## src/common/crs_pkg.sv

```systemverilog
// Package for the core register, stack and bank select block.
// Assumes a single core clock and a data space of 256 byte locations.
package crs_pkg;
  localparam logic [7:0] ADDR_PTR_FIRST   = 8'h80;
  localparam logic [7:0] ADDR_PTR_SECOND  = 8'h81;
  localparam logic [7:0] ADDR_SHORT_FIRST = 8'h82;
  localparam logic [7:0] ADDR_SHORT_SECOND = 8'h83;
  localparam logic [7:0] ADDR_BANK_SEL    = 8'hCB;
  localparam logic [7:0] ADDR_SUM_RESULT  = 8'hFF;
  localparam logic [7:0] BANK_LIMIT       = 8'h3F;
  localparam int         BANK_ONE_POS     = 3;
  localparam int         BANK_TWO_POS     = 4;
  localparam logic [7:0] BANK_NONE        = 8'h00;
  localparam logic [7:0] BANK_PAGE_ONE    = 8'h08;
  localparam logic [7:0] BANK_PAGE_TWO    = 8'h10;
  localparam int         PC_WIDTH         = 12;
  localparam int         STACK_DEPTH      = 6;
  localparam logic [11:0] RESET_VECTOR    = 12'hFFE;
  typedef enum logic [1:0] {
    CTX_NORMAL = 2'b00,
    CTX_INT    = 2'b01,
    CTX_NMI    = 2'b10
  } crs_ctx_t;
  typedef enum logic [2:0] {
    PCOP_NEXT   = 3'b000,
    PCOP_JUMP   = 3'b001,
    PCOP_CALL   = 3'b010,
    PCOP_BRANCH = 3'b011,
    PCOP_INT    = 3'b100,
    PCOP_NMI    = 3'b101,
    PCOP_SUBEXIT = 3'b110,
    PCOP_INTEXIT = 3'b111
  } crs_pcop_t;
  typedef enum logic [1:0] {
    FLOP_NONE  = 2'b00,
    FLOP_ARITH = 2'b01,
    FLOP_LOGIC = 2'b10,
    FLOP_CARRY = 2'b11
  } crs_flop_t;
endpackage

```

## src/core/crs_core_regs.sv

```systemverilog
// Core registers, flag pairs, program counter, return stack, bank select.
// Assumes the instruction sequencer drives one step per enabled cycle.
//
// Function
// RQ1: Bank select bit 4 maps page 2, bit 3 maps page 1.
// RQ2: Value 00h selects none, 08h page 1, 10h page 2, others reserved.
// RQ3: Data addresses 00h to 3Fh reach that offset inside the chosen page.
// RQ4: Bank select sits at CBh, write only, full byte writes only.
// RQ5: Reset leaves bank select unchanged; software writes it first.
// RQ6: Interrupt or subroutine entry leaves bank select untouched.
// RQ7: Software sets at most one bank bit at a time.
// RQ8: Interrupt code writes a RAM image before writing bank select.
// RQ9: Accumulator serves the ALU and reads and writes at FFh.
// RQ10: Pointer registers sit at 80h and 81h as ordinary locations.
// RQ11: Short direct registers sit at 82h and 83h as ordinary locations.
// RQ12: Program counter is 12 bits wide, reaching 4096 bytes.
// RQ13: PC loads jump, call, branch, vector, pops on returns, else increments.
// RQ14: Three carry and zero pairs; entry switches to the matching pair.
// RQ15: Interrupt exit restores the pair active before the entry.
// RQ16: Context switches keep every pair's values intact.
// RQ17: Carry takes arithmetic carry, tested bit, or rotate-left output.
// RQ18: Zero is set when the latest result is zero.
// RQ19: After reset the core runs in the NMI context.
// RQ20: Six 12-bit stack levels shift deeper on call or interrupt.
// RQ21: A return moves level one to the PC and shifts levels up.
// RQ22: Overflow loses the oldest entry; empty return leaves stack as is.
// RQ23: A read of the bank select address changes nothing.
`timescale 1ns/1ps
module crs_core_regs
  import crs_pkg::*;
#(
  parameter int PAGES = 2
)(
  // Clock and reset.
  input  wire logic                CLK_IN,
  input  wire logic                RST_IN,
  // Data space access.
  input  wire logic                DATA_WR_IN,
  input  wire logic                DATA_RD_IN,
  input  wire logic [7:0]          DATA_ADDR_IN,
  input  wire logic [7:0]          DATA_WDATA_IN,
  output logic      [7:0]          DATA_RDATA_OUT,
  output logic                     DATA_HIT_OUT,
  output logic      [7:0]          BANK_ADDR_OUT,
  output logic      [PAGES-1:0]    BANK_PAGE_OUT,
  // Sequencer controls.
  input  wire logic                STEP_IN,
  input  wire logic [2:0]          PC_OP_IN,
  input  wire logic [11:0]         PC_TARGET_IN,
  input  wire logic [7:0]          BRANCH_OFS_IN,
  input  wire logic [11:0]         INT_VECTOR_IN,
  // Accumulator and flags.
  input  wire logic [1:0]          FLAG_OP_IN,
  input  wire logic                ACC_LOAD_IN,
  input  wire logic [7:0]          ACC_RESULT_IN,
  input  wire logic                ALU_CARRY_IN,
  // Core state.
  output logic      [11:0]         PC_OUT,
  output logic      [7:0]          ACC_OUT,
  output logic                     CARRY_OUT,
  output logic                     ZERO_OUT,
  output logic      [1:0]          CTX_OUT,
  output logic      [2:0]          STACK_LEVEL_OUT
);

  ////////////////////////////////////////////////////////////////////////////
  // State record.
  typedef struct packed {
    logic [7:0]                   ram_bank_select;
    logic [7:0]                   pointer_reg_first;
    logic [7:0]                   pointer_reg_second;
    logic [7:0]                   short_direct_first;
    logic [7:0]                   short_direct_second;
    logic [7:0]                   sum_result_reg;
    logic [11:0]                  program_counter;
    logic [STACK_DEPTH-1:0][11:0] stack;
    logic [2:0]                   level;
    logic [2:0]                   carry;
    logic [2:0]                   zero;
    crs_ctx_t                     ctx;
    crs_ctx_t                     ctx_saved;
    logic [7:0]                   rdata;
    logic                         hit;
  } crs_state_t;

  crs_state_t st;
  crs_state_t next_st;
  logic [7:0] result_zero_src;
  logic [1:0] ci;

  ////////////////////////////////////////////////////////////////////////////
  // Next state.
  always_comb
  begin
    next_st = st;
    ci = st.ctx;
    result_zero_src = ACC_RESULT_IN;
    next_st.hit = 1'b0;
    next_st.rdata = 8'h00;
    if (DATA_RD_IN)
    begin
      if (DATA_ADDR_IN == ADDR_PTR_FIRST)
      begin
        next_st.rdata = st.pointer_reg_first; // see RQ10
        next_st.hit = 1'b1;
      end
      else if (DATA_ADDR_IN == ADDR_PTR_SECOND)
      begin
        next_st.rdata = st.pointer_reg_second; // see RQ10
        next_st.hit = 1'b1;
      end
      else if (DATA_ADDR_IN == ADDR_SHORT_FIRST)
      begin
        next_st.rdata = st.short_direct_first; // see RQ11
        next_st.hit = 1'b1;
      end
      else if (DATA_ADDR_IN == ADDR_SHORT_SECOND)
      begin
        next_st.rdata = st.short_direct_second; // see RQ11
        next_st.hit = 1'b1;
      end
      else if (DATA_ADDR_IN == ADDR_SUM_RESULT)
      begin
        next_st.rdata = st.sum_result_reg; // see RQ9
        next_st.hit = 1'b1;
      end
    end
    if (DATA_WR_IN)
    begin
      if (DATA_ADDR_IN == ADDR_PTR_FIRST)
        next_st.pointer_reg_first = DATA_WDATA_IN; // see RQ10
      else if (DATA_ADDR_IN == ADDR_PTR_SECOND)
        next_st.pointer_reg_second = DATA_WDATA_IN; // see RQ10
      else if (DATA_ADDR_IN == ADDR_SHORT_FIRST)
        next_st.short_direct_first = DATA_WDATA_IN; // see RQ11
      else if (DATA_ADDR_IN == ADDR_SHORT_SECOND)
        next_st.short_direct_second = DATA_WDATA_IN; // see RQ11
      else if (DATA_ADDR_IN == ADDR_BANK_SEL)
        next_st.ram_bank_select = DATA_WDATA_IN; // see RQ4
      else if (DATA_ADDR_IN == ADDR_SUM_RESULT)
        next_st.sum_result_reg = DATA_WDATA_IN; // see RQ9
    end
    if (ACC_LOAD_IN)
      next_st.sum_result_reg = ACC_RESULT_IN; // see RQ9
    case (FLAG_OP_IN)
      FLOP_ARITH:
      begin
        next_st.carry[ci] = ALU_CARRY_IN; // see RQ17
        next_st.zero[ci] = (result_zero_src == 8'h00); // see RQ18
      end
      FLOP_LOGIC:
        next_st.zero[ci] = (result_zero_src == 8'h00); // see RQ18
      FLOP_CARRY:
        next_st.carry[ci] = ALU_CARRY_IN; // see RQ17
      default:
        next_st.zero[ci] = st.zero[ci];
    endcase
    if (STEP_IN)
    begin
      case (PC_OP_IN)
        PCOP_JUMP:
          next_st.program_counter = PC_TARGET_IN; // see RQ13
        PCOP_CALL, PCOP_INT, PCOP_NMI: // see RQ6
        begin
          next_st.stack = {st.stack[STACK_DEPTH-2:0],
                           st.program_counter}; // see RQ20
          if (st.level != 3'(STACK_DEPTH))
            next_st.level = st.level + 3'h1; // see RQ22
          if (PC_OP_IN == PCOP_CALL)
            next_st.program_counter = PC_TARGET_IN; // see RQ13
          else
          begin
            next_st.program_counter = INT_VECTOR_IN; // see RQ13
            next_st.ctx_saved = st.ctx; // see RQ15
            next_st.ctx = (PC_OP_IN == PCOP_NMI) ? CTX_NMI : CTX_INT; // see RQ14
          end
        end
        PCOP_BRANCH:
          next_st.program_counter = st.program_counter +
            {{4{BRANCH_OFS_IN[7]}}, BRANCH_OFS_IN}; // see RQ13
        PCOP_SUBEXIT, PCOP_INTEXIT:
        begin
          if (st.level != 3'h0)
          begin
            next_st.program_counter = st.stack[0]; // see RQ21
            next_st.stack = {12'h000, st.stack[STACK_DEPTH-1:1]};
            next_st.level = st.level - 3'h1;
          end
          else
            next_st.program_counter = st.program_counter + 12'h001; // see RQ22
          if (PC_OP_IN == PCOP_INTEXIT)
            next_st.ctx = st.ctx_saved; // see RQ15
        end
        default:
          next_st.program_counter = st.program_counter + 12'h001; // see RQ13
      endcase
    end
    if (RST_IN)
    begin
      // Bank select, data registers and flags keep their contents.
      next_st.program_counter = RESET_VECTOR; // see RQ13
      next_st.level = 3'h0;
      next_st.ctx = CTX_NMI; // see RQ19
      next_st.ctx_saved = CTX_NORMAL;
      next_st.hit = 1'b0;
      next_st.rdata = 8'h00;
      next_st.ram_bank_select = st.ram_bank_select; // see RQ5
    end
  end

  always_ff @(posedge CLK_IN)
  begin
    st <= next_st;
  end

  ////////////////////////////////////////////////////////////////////////////
  // Bank window, registered.
  logic [7:0]       bank_addr;
  logic [PAGES-1:0] bank_page;

  always_ff @(posedge CLK_IN)
  begin
    if (RST_IN)
    begin
      bank_addr <= 8'h00;
      bank_page <= '0;
    end
    else
    begin
      bank_addr <= DATA_ADDR_IN & BANK_LIMIT; // see RQ3
      bank_page <= '0;
      if (DATA_ADDR_IN <= BANK_LIMIT && (DATA_RD_IN || DATA_WR_IN))
      begin
        bank_page[0] <= st.ram_bank_select[BANK_ONE_POS]; // see RQ1
        bank_page[1] <= st.ram_bank_select[BANK_TWO_POS]; // see RQ2
      end
    end
  end

  assign BANK_ADDR_OUT   = bank_addr;
  assign BANK_PAGE_OUT   = bank_page;
  assign DATA_RDATA_OUT  = st.rdata; // see RQ23
  assign DATA_HIT_OUT    = st.hit;
  assign PC_OUT          = st.program_counter; // see RQ12
  assign ACC_OUT         = st.sum_result_reg;
  assign CARRY_OUT       = st.carry[st.ctx]; // see RQ14
  assign ZERO_OUT        = st.zero[st.ctx]; // see RQ16
  assign CTX_OUT         = st.ctx;
  assign STACK_LEVEL_OUT = st.level;
endmodule // crs_core_regs

```

## config.mk

```make
export PLATFORM = sky130hd
export DESIGN_NAME = crs_core_regs
export DESIGN_NICKNAME = d
export VERILOG_FILES = /design/src/common/crs_pkg.sv /design/src/core/crs_core_regs.sv
export SDC_FILE = /design/constraint.sdc
export NUM_CORES = 1
export LEC_CHECK = 0
export BUFFER_PORTS_ARGS = -buffer_cell sky130_fd_sc_hd__buf_4
export CORE_ASPECT_RATIO = 1.4
export CORE_MARGIN = 2
export CORE_UTILIZATION = 48
export CTS_BUF_LIST = sky130_fd_sc_hd__clkbuf_4
export CTS_CLUSTER_DIAMETER = 150
export DETAILED_ROUTE_END_ITERATION = 10
export GPL_ROUTABILITY_DRIVEN = 1
export PLACE_DENSITY = 0.69
export RECOVER_POWER = 100
export SLEW_MARGIN = 0
export SYNTH_ARGS = -nofsm -noshare
export SYNTH_HDL_FRONTEND = slang
export SYNTH_SLANG_ARGS = --single-unit
```

## constraint.sdc

```tcl
create_clock -name CLK_IN -period 8.5 [get_ports CLK_IN]
set_input_delay 0.425 -clock CLK_IN [delete_from_list [all_inputs] [get_ports CLK_IN]]
set_output_delay 0.425 -clock CLK_IN [all_outputs]
set_load 0.1 [all_outputs]
```

==> impl_metrics.csv, run 1 <==
group,metric,value,unit
run_status,status,"finished with violations",
run_status,violations,"capacitance limit, slew limit",
sta,fmax,214,MHz
final_layout,area_delta_synth_final,9.76,%
sta,rsz0062_at_grt,"false",
final_layout,layout-drive-gt1-share,24.1,%
power,swShare,31.8,%
synth,synth_edf_count,120,
hold_path,holdPathStages,2,
synth,ys_seq_area_share,56.8,%
clocking,clockBufferDepth,2,
clocking,cts_max_level,4,
floorplanning,die_area,16900,µm²
power,clock_power_share,27.1,%
worst_setup_path,worstPathArrival,4850,ps
global_route,grt-ovfl-total,0,
sta,setup_slack,3820,ps
worst_setup_path,worstSetupPathType,"in -> reg",
floorplanning,die_h,153,µm
clocking,cts_num_sinks,156,
synth,netlist_area,7610,µm²
synth,dominantRegCellSynth,"edfxtp_1",
sta,holdWs,129,ps
drt,wl_per_cell,17.8,µm
power,pwr_density_cell,203,nW/µm²
power,p_int,1.16,mW
worst_setup_path,critPathCaptureType,"flop",
global_route,grt_max_degree,73,
placement,place_worst_setup_slack,5460,ps
drt,drtIter0Drc,350,
power,p_seq_share,53.1,%
final_layout,final_common_cell,"edfxtp_1",
power,combPwrFrac,19.8,%
drt,drt_pass1_iterations,4,
power,net-switching-power,540,µW
sta,skew,19.8,ps
floorplanning,ios,114,
sta,setup_viol,0,
clocking,clkLatencyLatePin,550,ps
worst_setup_path,reg2reg_depth,8,
hold_path,hold_path_class,"in -> reg",
sta,fin_crit_sh,55.0,%
placement,dp_hpwl,11.6,mm
final_layout,final_cell_mix,"edfxtp_1, mux2_2, clkbuf_1",
floorplanning,fp-row-count,54,
drt,route.vias.total,5032,
synth,ys_ff_latch,156,
synth,synth_area_leaders,"edfxtp_1, mux2_2, dfxtp_1",
worst_setup_path,crit_slowest_cell,"clkbuf_1",
floorplanning,start_util,49.0,%
worst_setup_path,cp_common_cell,"clkbuf_1",
sta,period_minus_slack,4680,ps
power,ir_drop,0.105,mV
worst_setup_path,startpoint_type,"input pin",
global_route,grt_usage,18.7,%
worst_setup_path,cp_cell_sequence,"clkbuf_1 > nand2_2 > clkbuf_1 > inv_2 > a21oi_1 > buf_4",
drt,routed_wirelength,16.0,mm
clocking,cts-root-buf,"clkbuf_4",
global_route,grt_first_pass_wirelength,25.3,mm
power,leakagePower,2.93,nW
floorplanning,die_w,110,µm
worst_setup_path,cpPeakStageDelay,2060,ps
worst_setup_path,crit_fanout,72,
worst_setup_path,crit_required,8670,ps
drt,drc_errors,0,
placement,gp_congestion,0.891,
global_route,antenna_found_initial,1,
synth,yosysTopAreaCellShare,47.3,%
synth,synth_area_per_cell,12.3,µm²
sta,final_hold_viol_count,0,
drt,drtAntennaViolNets,0,
sta,tightest_slew,2910,ps
global_route,grt_pass1_vias,5068,
sta,fin_tns_setup,0,ps
sta,slew_viol_final,77,
job,cap_violations,2,
floorplanning,coreArea,15500,µm²
clocking,ctsResizeCount,0,
clocking,tritoncts,"yes",
synth,yosysWarnings,0,
clocking,clk_pin_slew,120,ps
clocking,cts_buffers,17,
final_layout,final_cell_count_no_fill,899,
synth,netlist_instances,619,
worst_setup_path,reg2reg_slack,6060,ps
synth,synth.distinct_cells,62,
synth,yosys.area.top_type,"edfxtp_1",
placement,portBuffers,111,
synth,synthArstFlopShare,0,%
drt,vias_per_cell,5.60,
sta,maxSlewHeadroom,-93.8,%
placement,dp.cells,865,
final_layout,final_nets,773,
timing repair:
item                      in CTS  in global routing
hold buffers                   0                  1
buffers inserted               0                  0
hold endpoints to repair       0                  3
layer usage:
layer | global-route usage [%] | share of wire [%] | routed length (µm)
met5 | 0 | 0 | 0
met4 | 7.08 | 1.7 | 267
met3 | 4.20 | 5.4 | 870
met2 | 33.9 | 54 | 8570
met1 | 21.6 | 39 | 6270
registers in the layout, indices dropped and copies added (netlist names):
name / flops
STACK_LEVEL_OUT: 3
BANK_PAGE_OUT: 2
PC_OUT: 12
DATA_RDATA_OUT: 8
ACC_OUT: 8
BANK_ADDR_OUT: 6
st: 114
DATA_HIT_OUT: 1
CTX_OUT: 2
worst max-delay path, delay by kind of cell:
family                 cells  cell delay (ps)
buffers and inverters      4             3870
AO/OA/AOI/OAI              1              340
AND/OR/NAND/NOR            1              160
logic make-up (layout without fill, tap and decap cells):
kind of cell | count (synthesis) | in the layout | share of synthesized area, %
AO/OA/AOI/OAI | 107 | 107 | 9.92
buffers and inverters | 81 | 163 | 5.98
AND/OR/NAND/NOR | 170 | 170 | 12.0
other | 1 | 3 | 0.0492
XOR/XNOR | 17 | 17 | 1.96
flip-flops | 156 | 156 | 56.8
adder cells (fa/ha/maj) | 16 | 16 | 2.83
multiplexers | 71 | 71 | 10.5
through the flow:
step | total power, mW | cell area (µm²) | util, %
2_1_floorplan | 1.19 | 7620 | -
3_3_place_gp | 1.26 | 8330 | 53.6
3_5_place_dp | 1.27 | 8330 | 53.6
4_1_cts | 1.73 | 8620 | 55.5
5_1_grt | 1.77 | 8360 | 53.8
6_report | 1.70 | 8360 | 53.8
power by group through the flow:
stage | Combinational [mW] | Sequential [mW] | Clock, mW
after detailed placement | 0.352 | 0.922 | 0
after global placement | 0.344 | 0.920 | 0
after floorplan | 0.272 | 0.920 | 0
after global routing | 0.361 | 0.909 | 0.501
after CTS | 0.354 | 0.905 | 0.473
final | 0.336 | 0.903 | 0.460
worst paths after layout:
kind | start | end
max | PC_OP_IN[2] | st[55]
min | DATA_ADDR_IN[2] | BANK_ADDR_OUT[2]
max reg2reg | PC_OUT[1] | PC_OUT[11]
min reg2reg | st[149] | BANK_PAGE_OUT[0]
Yosys cell counts, types with 6 or more instances:
master    instances
and2_1           15
o22ai_1           9
o21ai_1          10
a21oi_1          24
clkbuf_1         13
nor3_2           10
nand2_1          31
a222oi_1         10
edfxtp_1        120
o21ai_0          11
nand3_1           9
inv_1            16
xnor2_1          11
nor2_1           47
mux2_2           68
ha_1             14
buf_4            35
a221oi_1          7
xor2_1            6
nor3_1            8
nor2b_1          20
dfxtp_1          36
buf_2            10
area by class of cell:
type	count	area, µm²
flip-flops and latches	156	4320
multi-input cells	383	2790
repair buffers	114	637
inverters	17	63.8
clock inverters	14	156
clock buffers	18	135
diodes	1	2.50
fillers	1399	7180
well taps	196	245
Note: power is estimated with default switching activity, not from simulation.
==> run 2: changes to the inputs <==
Settings changed: PLACE_DENSITY 0.69 to 0.72.
Clock period 8.5 ns to 4 ns, I/O delays scaled along.
==> impl_metrics.csv, run 2 (synthesis results as in run 1) <==
group,metric,value,unit
worst_setup_path,reg2reg_depth,3,
global_route,grt-ovfl-total,0,
worst_setup_path,cp_cell_sequence,"clkbuf_1 > nand2_1 > inv_1 > a21oi_1 > buf_12",
sta,skew,19.9,ps
global_route,grt_first_pass_wirelength,26.4,mm
global_route,grt_max_degree,61,
placement,post_dp_cell_area,8350,µm²
worst_setup_path,crit_required,4220,ps
drt,route.vias.total,5197,
power,p_int,2.48,mW
final_layout,layout-drive-gt1-share,23.2,%
sta,setup_viol,0,
final_layout,final_cell_mix,"edfxtp_1, mux2_2, clkbuf_1",
clocking,cts_max_level,4,
global_route,antenna_found_initial,0,
sta,period_minus_slack,2950,ps
placement,dp_hpwl,11.8,mm
final_layout,n_fill_cell,1365,
clocking,clockBufferDepth,2,
power,p_seq_share,53.3,%
clocking,clk_pin_slew,140,ps
global_route,grt_usage,19.5,%
final_layout,multi_input_area,2810,µm²
floorplanning,coreArea,15500,µm²
drt,drc_errors,0,
power,ir_drop,0.231,mV
floorplanning,ios,114,
floorplanning,start_util,49.0,%
final_layout,largest_reg_flops,114,
power,clock_power_share,26.1,%
worst_setup_path,startpoint,"PC_OP_IN[2]",
sta,maxSlewHeadroom,-45.6,%
sta,rsz0062_at_grt,"false",
drt,drt_pass1_iterations,7,
final_layout,antennaDiodeCount,0,
sta,final_hold_viol_count,0,
drt,drtAntennaViolNets,0,
worst_setup_path,path_depth,5,
sta,fmax,339,MHz
floorplanning,die_area,16900,µm²
final_layout,fin_area,8720,µm²
drt,vias_per_cell,5.57,
run_status,violations,"capacitance limit, slew limit",
sta,slew_viol_final,48,
power,leakagePower,3.09,nW
floorplanning,die_w,110,µm
final_layout,area_delta_synth_final,14.5,%
run_status,status,"finished with violations",
worst_setup_path,crit_family,"buffers and inverters",
clocking,cts_buffers,17,
worst_setup_path,worstSetupPathType,"in -> reg",
worst_setup_path,critPathCaptureType,"flop",
clocking,clkLatencyLatePin,550,ps
final_layout,final_nets,808,
clocking,ctsResizeCount,0,
drt,drtIter0Drc,323,
worst_setup_path,crit_fanout,60,
hold_path,hold_path_class,"in -> reg",
drt,routed_wirelength,16.3,mm
floorplanning,fp-row-count,54,
final_layout,largest_register,"st",
worst_setup_path,crit_slowest_cell,"a21oi_1",
clocking,cts_num_sinks,156,
floorplanning,die_h,153,µm
worst_setup_path,path_buf_inv,3,
clocking,cts-root-buf,"clkbuf_4",
job,cap_violations,1,
power,swShare,31.2,%
worst_setup_path,cpPeakStageDelay,1130,ps
sta,fin_crit_sh,73.8,%
worst_setup_path,r2r_end,"st[41]",
worst_setup_path,startpoint_type,"input pin",
final_layout,regArea,4320,µm²
sta,tightest_slew,2180,ps
final_layout,final_common_cell,"edfxtp_1",
sta,fin_tns_setup,0,ps
drt,wl_per_cell,17.5,µm
power,net-switching-power,1.12,mW
power,combPwrFrac,20.7,%
clocking,post_cts_buffers,0,
global_route,grt_pass1_vias,5272,
placement,gp_congestion,0.875,
placement,portBuffers,111,
worst_setup_path,reg2reg_slack,1650,ps
power,pwr_density_cell,413,nW/µm²
clocking,tritoncts,"yes",
worst_setup_path,worstPathArrival,3170,ps
worst_setup_path,r2r_start,"STACK_LEVEL_OUT[0]",
worst_setup_path,crit_end,"st[41]",
[run 2: worst min path at each step]
stage | from | to | slack (ps) | cells past startpoint
4_1_cts | PC_OP_IN[0] | CTX_OUT[0] | 20 | 4
6_report | PC_OP_IN[0] | CTX_OUT[0] | 70 | 4
5_1_grt | ACC_LOAD_IN | ACC_OUT[2] | 30 | 2
2_1_floorplan | DATA_WDATA_IN[0] | st[114] | 300 | 0
3_5_place_dp | ALU_CARRY_IN | st[17] | 400 | 1
3_3_place_gp | ALU_CARRY_IN | st[16] | 400 | 1
[run 2: area by class of cell]
type / instances / share of cell area, %
Timing Repair Buffer: 149 / 11.4
Clock inverter: 14 / 1.62
Inverter: 17 / 0.732
Multi-Input combinational cell: 383 / 32.3
Clock buffer: 18 / 1.55
Sequential cell: 156 / 49.6
Tap cell: 196 / 2.81
[run 2: per-stage QoR]
stage / setup slack, ps / power, mW / hold WS (ps) / instances / utilization [%]
final: 1050 / 3.60 / 73.2 / 933 / 56.1
after global routing: 843 / 3.75 / 27.4 / 933 / 56.1
after CTS: 1450 / 3.67 / 15.1 / 933 / 57.8
after detailed placement: 1390 / 2.71 / 395 / 866 / 53.7
after global placement: 1550 / 2.69 / 396 / 866 / 53.7
after floorplan: 421 / 2.53 / 299 / 620 / -
[run 2: layer usage]
layer / vias to the layer above / wire length, µm / GRT usage [%]
li1: 2479 / - / -
met1: 2490 / 6360 / 22.2
met2: 199 / 8630 / 35.3
met3: 29 / 938 / 4.32
met4: 0 / 376 / 7.44
met5: - / 0 / 0
[run 2: tightest hold or removal path: cells and delay by family]
kind | cells | cell delay [ps]
AOI/OAI and AO/OA | 1 | 60
and+or+nand+nor | 2 | 180
buffers and inverters | 1 | 150
[run 2: power groups by stage]
stage / logic, mW / clock network (mW) / registers [mW]
6_report: 0.744 / 0.938 / 1.92
5_1_grt: 0.802 / 1.02 / 1.93
2_1_floorplan: 0.579 / 0 / 1.95
3_3_place_gp: 0.736 / 0 / 1.95
4_1_cts: 0.782 / 0.964 / 1.92
3_5_place_dp: 0.753 / 0 / 1.96
[run 2: repair_timing]
action / 4_1_cts / 5_1_grt
endpoints found under the setup margin: 0 / 0
hold endpoints to repair: 65 / 0
hold buffers: 35 / 0
